--- config.mk ---
export PLATFORM = sky130hd
export DESIGN_NAME = scl_ctrl_host_flat
export DESIGN_NICKNAME = d
export VERILOG_FILES = /design/src/scl_pkg.sv /design/src/scl_link_if.sv /design/src/scl_ctrl_host.sv /design/src/flat_wrapper.sv
export SDC_FILE = /design/constraint.sdc
export NUM_CORES = 1
export LEC_CHECK = 0
export BUFFER_PORTS_ARGS = -buffer_cell sky130_fd_sc_hd__buf_2
export CORE_ASPECT_RATIO = 1.25
export CORE_UTILIZATION = 63
export CTS_CLUSTER_SIZE = 10
export DETAILED_ROUTE_END_ITERATION = 7
export GPL_ROUTABILITY_DRIVEN = 0
export PLACE_DENSITY_LB_ADDON = 0.12
export SYNTH_ARGS = -nofsm -noshare
export SYNTH_HDL_FRONTEND = slang
export SYNTH_SLANG_ARGS = --single-unit
--- constraint.sdc ---
create_clock -name clk -period 11.7 [get_ports clk]
set_clock_uncertainty 0.05 [all_clocks]
set_input_delay 1.755 -clock clk [delete_from_list [all_inputs] [get_ports clk]]
set_output_delay 1.755 -clock clk [all_outputs]
set_load 0.02 [all_outputs]
--- src/scl_pkg.sv ---
// Shared constants and types for the switch configuration serial link.
package scl_pkg;

   // Shift and latch geometry.
   localparam int STAGES    = 32;
   localparam int LAST_BIT  = 31;
   localparam int CHAIN_LEN = 1;
   localparam int BIT_W     = 5;
   localparam int WORD_W    = 4;

   // Clock and serial clock timing.
   localparam int CLK_PERIOD_NS      = 25;
   localparam int SCLK_MAX_MHZ       = 66;
   localparam int SCLK_MIN_PERIOD_NS = (1000 + SCLK_MAX_MHZ - 1) / SCLK_MAX_MHZ;
   localparam int SCLK_MIN_CYC_RAW   = (SCLK_MIN_PERIOD_NS + CLK_PERIOD_NS - 1) / CLK_PERIOD_NS;
   localparam int SCLK_MIN_CYC       = (SCLK_MIN_CYC_RAW < 1) ? 1 : SCLK_MIN_CYC_RAW;

   // Each serial clock phase must outlast the pin synchronisers at both ends.
   localparam int SYNC_STAGES = 2;
   localparam int HALF_CYC_RAW = 2 * SYNC_STAGES;
   localparam int HALF_CYC     = (HALF_CYC_RAW < SCLK_MIN_CYC) ? SCLK_MIN_CYC : HALF_CYC_RAW;
   localparam int STROBE_CYC   = 4;

   localparam int CNT_W = 4;
   localparam logic [CNT_W-1:0]  HALF_LAST   = CNT_W'(HALF_CYC - 1);
   localparam logic [CNT_W-1:0]  STROBE_LAST = CNT_W'(STROBE_CYC - 1);
   localparam logic [BIT_W-1:0]  BIT_LAST    = BIT_W'(LAST_BIT);
   localparam logic [WORD_W-1:0] WORD_LAST   = WORD_W'(CHAIN_LEN - 1);

   // Reset values.
   localparam logic [STAGES-1:0] SHIFT_RST  = 32'h0000_0000;
   localparam logic [STAGES-1:0] LATCH_RST  = 32'h0000_0000;
   localparam logic              STROBE_IDLE = 1'h1;

   typedef logic [STAGES-1:0] scl_word_t;

   typedef enum logic [2:0] {
      ST_IDLE    = 3'h0,
      ST_LOAD    = 3'h1,
      ST_LOW     = 3'h2,
      ST_HIGH    = 3'h3,
      ST_SETTLE  = 3'h4,
      ST_STROBE  = 3'h5,
      ST_RECOVER = 3'h6
   } scl_state_t;

endpackage

--- src/scl_link_if.sv ---
// Serial link between the switch controller and the switch device.
`timescale 1ns/1ps
interface scl_link_if;
   logic serialClk;
   logic serialData;
   logic serialOut;
   logic latchStrobeN;
   logic latchClear;

   modport dev (
      input  serialClk,
      input  serialData,
      input  latchStrobeN,
      input  latchClear,
      output serialOut
   );

   modport host (
      output serialClk,
      output serialData,
      output latchStrobeN,
      output latchClear,
      input  serialOut
   );
endinterface

--- src/scl_ctrl_host.sv ---
// Controller end: buffers configuration words, shifts them out and strobes the latches.
//
// Operation
// - Device shifts data on rising serial clock.
// - Serial output shows last shift stage.
// - Switch 31 bit first, switch 0 last.
// - Strobe stays high while bits shift.
// - Strobe falling edge copies shift register to latches.
// - Latches hold while strobe stays high.
// - Clear high forces all latches off.
// - Clear never touches the shift register.
// - Serial clock never exceeds 66 MHz.
// - Update all switches by one strobe.
// - Serial output feeds next device input.
// - Chain needs N times 32 clocks.
// - One low strobe pulse after whole chain.
// - Returned serial data may be read back.
// - Clock, clear and strobe may be shared.
`timescale 1ns/1ps
module scl_ctrl_host
   import scl_pkg::*;
(
   input  wire logic              clk,
   input  wire logic              rst_n,
   scl_link_if.host               link,
   input  wire scl_pkg::scl_word_t wordData,
   input  wire logic              wordValid,
   output logic                   wordReady,
   input  wire logic              clearSwitches,
   output logic                   busy,
   output scl_pkg::scl_word_t     readbackData,
   output logic                   readbackValid
);
   import scl_pkg::*;

   // Two-entry word buffer.
   scl_word_t         buf_r [2];
   logic              wrPtr_r;
   logic              rdPtr_r;
   logic [1:0]        count_r;
   logic [1:0]        count_nxt;
   logic              ready_r;
   logic              push;
   logic              pop;
   scl_word_t         head;

   // Shifter state.
   scl_state_t        state_r;
   logic [CNT_W-1:0]  timer_r;
   logic [BIT_W-1:0]  bitIdx_r;
   logic [WORD_W-1:0] wordIdx_r;
   scl_word_t         shift_r;
   scl_word_t         rbShift_r;
   scl_word_t         rbData_r;
   logic              rbValid_r;
   logic              sclk_r;
   logic              sdata_r;
   logic              strobeN_r;
   logic              clear_r;
   logic              busy_r;
   logic              retS1_r;
   logic              retS2_r;
   logic              timerDone;
   logic              lastBit;
   logic              lastWord;
   logic              canStart;

   assign push      = wordValid & ready_r;
   assign pop       = (state_r == ST_LOAD) && (count_r != 2'h0);
   assign head      = buf_r[rdPtr_r];
   assign timerDone = (timer_r == HALF_LAST);
   assign lastBit   = (bitIdx_r == BIT_LAST);
   assign lastWord  = (wordIdx_r == WORD_LAST);
   assign canStart  = (count_r != 2'h0) && !clearSwitches;

   always_comb begin
      count_nxt = count_r;
      if (push && !pop) begin
         count_nxt = count_r + 2'h1;
      end else if (pop && !push) begin
         count_nxt = count_r - 2'h1;
      end
   end

   // Buffer storage and pointers; a stalled shifter lets the buffer fill.
   always_ff @(posedge clk) begin
      if (!rst_n) begin
         wrPtr_r <= 1'h0;
         rdPtr_r <= 1'h0;
         count_r <= 2'h0;
         ready_r <= 1'h0;
      end else begin
         if (push) begin
            buf_r[wrPtr_r] <= wordData;
            wrPtr_r        <= ~wrPtr_r;
         end
         if (pop) begin
            rdPtr_r <= ~rdPtr_r;
         end
         count_r <= count_nxt;
         ready_r <= (count_nxt != 2'h2);
      end
   end

   // Return bit from the last device passes two flip-flops.
   always_ff @(posedge clk) begin
      if (!rst_n) begin
         retS1_r <= 1'h0;
         retS2_r <= 1'h0;
      end else begin
         retS1_r <= link.serialOut;
         retS2_r <= retS1_r;
      end
   end

   // Frame sequencer.
   always_ff @(posedge clk) begin
      if (!rst_n) begin
         state_r   <= ST_IDLE;
         timer_r   <= '0;
         bitIdx_r  <= '0;
         wordIdx_r <= '0;
         shift_r   <= SHIFT_RST;
         sclk_r    <= 1'h0;
         sdata_r   <= 1'h0;
         strobeN_r <= STROBE_IDLE;
         busy_r    <= 1'h0;
      end else begin
         case (state_r)
            ST_IDLE: begin
               sclk_r    <= 1'h0;
               strobeN_r <= STROBE_IDLE;
               wordIdx_r <= '0;
               if (canStart) begin
                  busy_r  <= 1'h1;
                  state_r <= ST_LOAD;
               end else begin
                  busy_r <= 1'h0;
               end
            end
            ST_LOAD: begin
               // Serial clock rests low while waiting for the next word.
               if (pop) begin
                  shift_r  <= head;
                  sdata_r  <= head[LAST_BIT];
                  bitIdx_r <= '0;
                  timer_r  <= '0;
                  state_r  <= ST_LOW;
               end
            end
            ST_LOW: begin
               if (timerDone) begin
                  sclk_r  <= 1'h1;
                  timer_r <= '0;
                  state_r <= ST_HIGH;
               end else begin
                  timer_r <= timer_r + 4'h1;
               end
            end
            ST_HIGH: begin
               if (timerDone) begin
                  sclk_r  <= 1'h0;
                  timer_r <= '0;
                  shift_r <= {shift_r[LAST_BIT-1:0], 1'h0};
                  sdata_r <= shift_r[LAST_BIT-1];
                  if (!lastBit) begin
                     bitIdx_r <= bitIdx_r + 5'h01;
                     state_r  <= ST_LOW;
                  end else if (!lastWord) begin
                     wordIdx_r <= wordIdx_r + 4'h1;
                     state_r   <= ST_LOAD;
                  end else begin
                     state_r <= ST_SETTLE;
                  end
               end else begin
                  timer_r <= timer_r + 4'h1;
               end
            end
            ST_SETTLE: begin
               if (timerDone) begin
                  timer_r   <= '0;
                  strobeN_r <= 1'h0;
                  state_r   <= ST_STROBE;
               end else begin
                  timer_r <= timer_r + 4'h1;
               end
            end
            ST_STROBE: begin
               if (timer_r == STROBE_LAST) begin
                  timer_r   <= '0;
                  strobeN_r <= STROBE_IDLE;
                  state_r   <= ST_RECOVER;
               end else begin
                  timer_r <= timer_r + 4'h1;
               end
            end
            ST_RECOVER: begin
               if (timerDone) begin
                  timer_r <= '0;
                  busy_r  <= 1'h0;
                  state_r <= ST_IDLE;
               end else begin
                  timer_r <= timer_r + 4'h1;
               end
            end
            default: begin
               state_r   <= ST_IDLE;
               sclk_r    <= 1'h0;
               strobeN_r <= STROBE_IDLE;
               busy_r    <= 1'h0;
            end
         endcase
      end
   end

   // Clear only passes while no frame runs, so clear stays low during shifting.
   always_ff @(posedge clk) begin
      if (!rst_n) begin
         clear_r <= 1'h0;
      end else begin
         clear_r <= (state_r == ST_IDLE) && clearSwitches && !canStart;
      end
   end

   // Capture returned bits at each rising serial clock; one word per 32 bits.
   always_ff @(posedge clk) begin
      if (!rst_n) begin
         rbShift_r <= SHIFT_RST;
         rbData_r  <= SHIFT_RST;
         rbValid_r <= 1'h0;
      end else begin
         rbValid_r <= 1'h0;
         if (state_r == ST_LOW && timerDone) begin
            rbShift_r <= {rbShift_r[LAST_BIT-1:0], retS2_r};
         end
         if (state_r == ST_HIGH && timerDone && lastBit) begin
            rbData_r  <= rbShift_r;
            rbValid_r <= 1'h1;
         end
      end
   end

   assign link.serialClk    = sclk_r;
   assign link.serialData   = sdata_r;
   assign link.latchStrobeN = strobeN_r;
   assign link.latchClear   = clear_r;
   assign wordReady         = ready_r;
   assign busy              = busy_r;
   assign readbackData      = rbData_r;
   assign readbackValid     = rbValid_r;

endmodule // scl_ctrl_host

--- src/flat_wrapper.sv ---
// flat-port wrapper written by rule: the top's interface ports become plain ports
module scl_ctrl_host_flat import scl_pkg::*;
  (clk, rst_n, wordData, wordValid, wordReady, clearSwitches, busy, readbackData, readbackValid, link_serialClk, link_serialData, link_latchStrobeN, link_latchClear, link_serialOut);
  scl_link_if link_i ();
  input  wire logic clk;
  input  wire logic rst_n;
  input  wire scl_pkg::scl_word_t wordData;
  input  wire logic wordValid;
  output logic wordReady;
  input  wire logic clearSwitches;
  output logic busy;
  output scl_pkg::scl_word_t readbackData;
  output logic readbackValid;
  output wire logic [$bits(link_i.serialClk)-1:0] link_serialClk;
  output wire logic [$bits(link_i.serialData)-1:0] link_serialData;
  output wire logic [$bits(link_i.latchStrobeN)-1:0] link_latchStrobeN;
  output wire logic [$bits(link_i.latchClear)-1:0] link_latchClear;
  input wire logic [$bits(link_i.serialOut)-1:0] link_serialOut;
  assign link_serialClk = link_i.serialClk;
  assign link_serialData = link_i.serialData;
  assign link_latchStrobeN = link_i.latchStrobeN;
  assign link_latchClear = link_i.latchClear;
  assign link_i.serialOut = link_serialOut;
  scl_ctrl_host u_core (.clk(clk), .rst_n(rst_n), .link(link_i), .wordData(wordData), .wordValid(wordValid), .wordReady(wordReady), .clearSwitches(clearSwitches), .busy(busy), .readbackData(readbackData), .readbackValid(readbackValid));
endmodule
; ---- After elaboration in Yosys (flattened, before gate mapping)
; Memories as Yosys holds them, arrays and structs flattened. A register that Yosys moved wholly into a read port is not among the register bits.
; Cells that the tools add are included.
[classes]
reduce_logical = 31
n_eq_ne = 19
mux = 41
n_addsub = 5
bitwise = 6
[op_table]
columns = op, count
row1 = 2-to-1 mux 31 bit, 2
row2 = one-hot mux 31 bit (2 select lines), 1
row3 = 2-to-1 mux 3 bit, 9
row4 = one-hot mux 3 bit (7 select lines), 1
row5 = 2-to-1 mux 4 bit, 5
row6 = != test 2 x 1 -> 1 bit (second input constant), 8
row7 = one-hot mux 4 bit (2 select lines), 2
row8 = 2-to-1 mux 5 bit, 3
row9 = 2-to-1 mux 1 bit, 11
row10 = one-hot mux 5 bit (2 select lines), 1
row11 = OR reduction 5 bit, 2
row12 = == test 3 bit (second input constant), 3
row13 = logical AND 1 bit, 9
row14 = one-hot mux 1 bit (3 select lines), 3
row15 = AND reduction 3 bit, 3
row16 = adder 4 x 1 -> 4 bit (second input constant), 2
row17 = AND reduction 4 bit, 2
row18 = nonzero test 2 bit, 4
row19 = OR reduction 4 bit, 2
row20 = AND reduction 7 bit, 1
row21 = == test 3 x 2 -> 1 bit (second input constant), 2
row22 = != test 2 bit (second input constant), 3
row23 = adder 5 x 1 -> 5 bit (second input constant), 1
row24 = == test 5 bit (second input constant), 1
row25 = other kinds (12), 21
[totals]
mem_count = 1
in_bits = 37
ramBits = 64
elab_cells = 122
regBits = 124
[mem_list]
columns = name, depth, width, rd, rd_ports_with_merged_regs, write_ports, line_no
row1 = u_core.buf_r, 2, 32, 1, 1, 1, scl_ctrl_host.sv:37  ; scl_word_t buf_r [2];

; ---- Logic depth before layout (Yosys ltp)
; Gate-level depths: netlist (run 1).
[depth]
word_depth = 6
depth_mapped = 9
mapped_depth_nobuf = 7

; ---- Least setup slack after synthesis (run 1)
; Ideal clock, no wire load.
[synth_path]
kind = in2reg
startpoint = in rst_n
endpoint = mem u_core.buf_r[0][0] in the netlist's numbering, enable pin
cell_stages = 3
t_required_ps = 11182
arrival_time_ps = 4696
setup_slack_ps = 6486
path_cell_list = clkbuf_1 clkbuf_1 nor3b_1
[synth_via]
elab_chain_len = 2
[synth_rtl]
columns = element, line_no
row1 = from (decl), flat_wrapper.sv:6  ; input wire logic rst_n;
row2 = 2-to-1 mux 1 bit, scl_ctrl_host.sv:87  ; if (!rst_n) begin
row3 = 2-to-1 mux 1 bit (implied by the code), scl_ctrl_host.sv:94  ; buf_r[wrPtr_r] <= wordData;
row4 = to (decl), scl_ctrl_host.sv:37
; No other way between the ends.

==> results of run 1 <==
synthesized netlist by cell type (all sizes together), types with 2 or more instances:
cell | count | share of area, %
a21boi | 67 | 6.7
a21oi | 3 | 0.20
and2 | 9 | 0.75
and3 | 6 | 0.50
and3b | 2 | 0.23
and4 | 2 | 0.27
buf | 24 | 1.7
clkbuf | 34 | 1.7
dfxtp | 125 | 33
edfxtp | 64 | 26
ha | 7 | 1.2
inv | 6 | 0.30
mux2i | 33 | 4.4
nand2 | 174 | 8.7
nand3 | 40 | 2.7
nand3b | 3 | 0.30
nand4 | 3 | 0.25
nand4b | 2 | 0.23
nor2 | 14 | 0.70
nor2b | 5 | 0.42
nor3b | 4 | 0.46
o2111ai | 2 | 0.23
o211ai | 32 | 3.2
o21ai | 44 | 3.0
or3 | 3 | 0.25
xnor2 | 5 | 0.58
xor2 | 2 | 0.23
final cells by class:
class | count | area (µm²) | area share (%)
flip-flops and latches | 189 | 4430 | 52.1
repair buffers | 80 | 415 | 4.89
multi-input cells | 481 | 2840 | 33.5
well taps | 161 | 201 | 2.37
clock inverters | 12 | 135 | 1.59
inverters | 6 | 22.5 | 0.265
clock buffers | 20 | 447 | 5.26
sequential cells by signal, indices dropped and copies added (netlist names), 2 cells and up, named ones only:
register and count:
u_core.shift_r 31, u_core.readbackData 32, u_core.wordIdx_r 4, u_core.timer_r 4, u_core.buf_r 64, u_core.rbShift_r 32
u_core.bitIdx_r 5, u_core.state_r 3, u_core.count_r 2
layer usage:
layer  up-vias  part of all wire (%)  wire (µm)
li1       2652                     -          -
met1      2528                    42       5590
met2       140                    52       6840
met3        17                   3.7        485
met4         0                   1.8        241
met5         -                     0          0
cells by family after synthesis:
logic type	Yosys count
flops	189
simple gates	274
compound gates	159
fa+ha+maj	7
buf+inv	64
mux	34
xor+xnor	7
final timing paths:
check	startpoint	end	slack, ns	depth (start not counted)
min	u_core.retS1_r	u_core.retS2_r	0.39	1
max	rst_n	u_core.shift_r[5]	8.49	4
min reg2reg	u_core.retS1_r	u_core.retS2_r	0.39	1
max reg2reg	u_core.timer_r[0]	u_core.wordIdx_r[2]	8.83	5
through the flow:
step / cells / setup slack (ns) / util [%]
floorplan: 734 / 6.49 / -
global placement: 917 / 8.28 / 68.1
detailed placement: 917 / 8.12 / 68.1
CTS: 949 / 8.53 / 73.1
global route: 949 / 8.36 / 73.1
finish: 949 / 8.49 / 73.1
where the power goes:
part           internal (W)  switching, W  leakage (nW)
Sequential         0.000692     0.0000121          1.59
Combinational     0.0000289     0.0000377          1.14
Clock              0.000323      0.000240         0.286
Total               0.00104      0.000290          3.01
==> impl_metrics.env, run 1 <==
export IMPL_crit_path_max_incr_delay_ns=0.88
export IMPL_wl_per_cell_um=13.9
export IMPL_synth_top_family_by_area="simple AND/OR/NAND/NOR gates"
export IMPL_crit_slowest_cell="buf_4"
export IMPL_grt_use_met3_pct=4.38
export IMPL_fillers=864
export IMPL_cap_violations=0
export IMPL_status="complete, no violations"
export IMPL_vias_per_cell=5.62
export IMPL_cts_tree="yes"
export IMPL_routed_wirelength_mm=13.2
export IMPL_clock_sinks=189
export IMPL_hold_slack_ns=0.390
export IMPL_use_met1_pct=25.6
export IMPL_ir_drop_mv=0.127
export IMPL_diodes=0
export IMPL_synthFlopType="dfxtp_1"
export IMPL_yosys_warnings=0
export IMPL_core_area_um2=11600
export IMPL_fmax_mhz=312
export IMPL_die_w_um=99.8
export IMPL_final_max_slew_viol_count=0
export IMPL_cts_buffer_depth=2
export IMPL_worstSetupPathType="in2reg"
export IMPL_ys_types=53
export IMPL_grtUsageMet2_pct=39.1
export IMPL_synthToLayoutAreaGrowth_pct=12.7
export IMPL_synth_xor_area_share_pct=0.814
export IMPL_p_leak_nw=3.01
export IMPL_clk_latency_ns=0.42
export IMPL_die_y_um=124
export IMPL_critPathRequiredTime_ns=11.97
export IMPL_synthCells=734
export IMPL_syn_num_nets=778
export IMPL_synth_compound_area_share_pct=14.5
export IMPL_io_buffers=75
export IMPL_slew_headroom_pct=17.0
export IMPL_hold_buffers=0
export IMPL_place_area_um2=7910
export IMPL_cts_buffers=17
export IMPL_start_kind="input port"
export IMPL_ys_seq_area_share_pct=58.7
export IMPL_grt_pass1_wl_mm=22.0
export IMPL_synth_fa_ha_area_share_pct=1.16
export IMPL_cts_resized=0
export IMPL_synth_edf_count=64
export IMPL_grt_max_degree=126
export IMPL_die_area_um2=12400
export IMPL_grt_busiest_layer="met2"
export IMPL_hold_violations=0
export IMPL_globalRouteOverflowTotal=0
export IMPL_cp_common_cell="buf_4"
export IMPL_synthArstFlopShare_pct=0
export IMPL_ys_seq_elements=189
export IMPL_synthSimpleGateAreaFrac_pct=16.6
export IMPL_drt_iter0_drc=226
export IMPL_endpoint_kind="register"
export IMPL_antenna_found_initial=0
export IMPL_placementRows=44
export IMPL_htreeDepth=4
export IMPL_syn_area_um2=7530
export IMPL_vias=5337
export IMPL_drt_first_pass_iters=8
export IMPL_final_cell_mix="nand2_1 (174), dfxtp_1 (124), buf_2 (74)"
export IMPL_cp_max_fo=125
export IMPL_post_route_drc_count=0
export IMPL_tightest_slew_ns=1.24
export IMPL_setup_tns_ns=0
export IMPL_power_density_nw_per_um2=157
export IMPL_grt_pass1_vias=4957
export IMPL_detail_route_antenna_nets=0
export IMPL_hpwlAfterDp_mm=8.07
export IMPL_avgSynthCellArea_um2=10.3
export IMPL_rsz0062_at_grt="false"
export IMPL_io_pins=76
export IMPL_path_clk_slew_ns=0.06
export IMPL_cts_root_buf="clkbuf_16"
export IMPL_synth_mux_area_share_pct=4.53
export IMPL_fin_crit_sh_pct=27.4
export IMPL_initial_utilization_pct=64.9
export IMPL_design_area_um2=8490
export IMPL_cp_num_buf_inv=2
export IMPL_post_cts_setup_buffer_count=0
export IMPL_drive_gt1_share_pct=15.4
export IMPL_hp_class="reg2reg"
export IMPL_crit_family="buffers and inverters"
export IMPL_crit_arrival_ns=3.48
export IMPL_grt_usage_pct=22.1
export IMPL_finalSetupViolCount=0
export IMPL_final_min_clock_period_ns=3.21
export IMPL_layout_commonest_cell="nand2_1"
export IMPL_totalPowerFinal_w=0.00133
export IMPL_worstPathCellList="buf_4, buf_4, o211ai_1, o21ai_0"
export IMPL_final_nets=819
Note: power is estimated with default switching activity, not from simulation.
==> inputs of run 2 (changes only) <==
- CORE_UTILIZATION: 63 -> 53
- clock period: 11.7 -> 2.7 ns (I/O delays scaled with it)
==> run 2 against run 1 <==
Cell area increased by 0.90%. First-iteration DRC count increased by 29%. Core utilization decreased by 11 points. Total power increased to 4.2 times the previous value. Sequential power increased to 4.3 times the previous value. Sequential share of layout area decreased by 0.46 points. Register-to-register slack got worse by 8.4 ns. Clock power increased to 4.0 times the previous value. Critical path depth increased by 2. Global-route usage decreased by 3.4 points.
==> impl_metrics.env, run 2 (synthesis results as in run 1) <==
export IMPL_status="complete, no violations"
export IMPL_detail_route_antenna_nets=0
export IMPL_io_buffers=75
export IMPL_setup_tns_ns=0
export IMPL_core_area_um2=13900
export IMPL_hold_buffers=0
export IMPL_critPathRequiredTime_ns=2.96
export IMPL_globalRouteOverflowTotal=0
export IMPL_rsz0062_at_grt="false"
export IMPL_path_clk_slew_ns=0.06
export IMPL_worstReg2RegEnd="u_core.count_r[1]"
export IMPL_largest_register="u_core.buf_r"
export IMPL_die_y_um=135
export IMPL_power_density_nw_per_um2=654
export IMPL_die_area_um2=14700
export IMPL_initial_utilization_pct=54.3
export IMPL_grt_usage_pct=18.7
export IMPL_vias=5205
export IMPL_fin_crit_sh_pct=82.7
export IMPL_layout_commonest_cell="nand2_1"
export IMPL_io_pins=76
export IMPL_vias_per_cell=5.37
export IMPL_hpwlAfterDp_mm=8.03
export IMPL_ir_drop_mv=0.508
export IMPL_antenna_found_initial=0
export IMPL_cts_resized=0
export IMPL_fmax_mhz=448
export IMPL_cts_buffer_depth=2
export IMPL_largest_register_ffs=64
export IMPL_clk_latency_ns=0.42
export IMPL_cts_buffers=17
export IMPL_grt_pass1_wl_mm=21.5
export IMPL_post_route_drc_count=0
export IMPL_r2r_cells=6
export IMPL_design_area_um2=8570
export IMPL_cts_root_buf="clkbuf_16"
export IMPL_post_cts_setup_buffer_count=0
export IMPL_diodes=0
export IMPL_reg2reg_from="u_core.count_r[0]"
export IMPL_worstPathCellList="inv_1, ha_1, or4b_1, xor2_1, nor2_1, o31a_1"
export IMPL_htreeDepth=4
export IMPL_rrSetupSlack_ns=0.47
export IMPL_cp_max_fo=8
export IMPL_endpoint_kind="register"
export IMPL_placementRows=48
export IMPL_wl_per_cell_um=13.0
export IMPL_final_max_slew_viol_count=0
export IMPL_slew_headroom_pct=59.1
export IMPL_start_kind="register"
export IMPL_synthToLayoutAreaGrowth_pct=13.7
export IMPL_finalSetupViolCount=0
export IMPL_final_cell_mix="nand2_1 (174), dfxtp_1 (124), buf_2 (74)"
export IMPL_worstSetupPathType="reg2reg"
export IMPL_drt_iter0_drc=291
export IMPL_routed_wirelength_mm=12.6
export IMPL_final_min_clock_period_ns=2.23
export IMPL_final_nets=825
export IMPL_place_area_um2=8020
export IMPL_min_to="u_core.buf_r[1][28]"
export IMPL_crit_path_max_incr_delay_ns=0.66
export IMPL_hold_path_cell_count=1
export IMPL_grt_pass1_vias=4925
export IMPL_crit_arrival_ns=2.49
export IMPL_hp_class="in2reg"
export IMPL_critPathLaunch="u_core.count_r[0]"
export IMPL_hp_start="wordData[28]"
export IMPL_drt_first_pass_iters=5
export IMPL_crit_slowest_cell="or4b_1"
export IMPL_cap_violations=0
export IMPL_drive_gt1_share_pct=16.0
export IMPL_hold_violations=0
export IMPL_p_leak_nw=3.04
export IMPL_cts_tree="yes"
export IMPL_clock_sinks=189
export IMPL_grt_max_degree=71
export IMPL_die_w_um=109
export IMPL_tightest_slew_ns=0.613
## run 2: changes by cell type in the layout (fill, tap and decap cells not counted), sizes merged
cell	previous run	this run
buf	80	86
bufinv	2	0
clkbuf	20	21
clkinv	4	8
clkinvlp	1	3
inv	11	6
## run 2: worst max-delay path: cells and delay by family (launching register included)
family                     cells  cell delay (ns)
AOI/OAI and AO/OA              1             0.29
xor gates and xnor gates       1             0.36
adders and majority gates      1             0.25
buffers and inverters          1             0.08
DFF                            1             0.36
and+or+nand+nor                2             0.73
## run 2: routing by layer
layer / part of all wire (%) / vias to the layer above / GRT usage [%] / wire (µm)
met4: 1.8 / 0 / 8.11 / 222
met1: 43 / 2427 / 20.4 / 5410
met3: 3.3 / 18 / 4.95 / 414
met5: 0 / - / 0 / 0
met2: 52 / 91 / 33.6 / 6500
li1: - / 2669 / - / -
## run 2: final cells by class
| cell class | instances | area (µm²) |
|---|---|---|
| clock buffers | 21 | 487 |
| repair buffers | 86 | 498 |
| flip-flops and latches | 189 | 4430 |
| clock inverters | 11 | 65.1 |
| inverters | 6 | 22.5 |
| multi-input cells | 481 | 2850 |
| well taps | 175 | 219 |
| fillers | 1178 | 5310 |
## run 2: worst max-delay path by stage
stage,to,slack [ns],cells past startpoint
2_1_floorplan,u_core.buf_r[0][0],0.38,3
3_3_place_gp,u_core.count_r[1],0.60,6
3_5_place_dp,u_core.count_r[1],0.49,6
4_1_cts,u_core.count_r[1],0.47,6
5_1_grt,u_core.count_r[1],0.36,6
6_report,u_core.count_r[1],0.47,6
## run 2: through the flow
stage	total power, W	hold slack (ns)	worst slack [ns]	util (%)	instances
final	0.00561	0.123	0.468	61.8	969
after global routing	0.00583	0.0954	0.362	61.8	969
after CTS	0.00567	0.104	0.471	61.8	969
after detailed placement	0.00341	0.388	0.486	57.8	937
after global placement	0.00339	0.379	0.604	57.8	937
after floorplan	0.00332	0.362	0.383	-	734
## run 2: power by group
| part | switching (W) | internal (W) | total, W | leakage (nW) |
|---|---|---|---|---|
| logic | 0.000166 | 0.000130 | 0.000296 | 1.18 |
| clock network | 0.000980 | 0.00128 | 0.00226 | 0.270 |
| registers | 0.0000454 | 0.00300 | 0.00305 | 1.59 |
| total | 0.00119 | 0.00441 | 0.00561 | 3.04 |
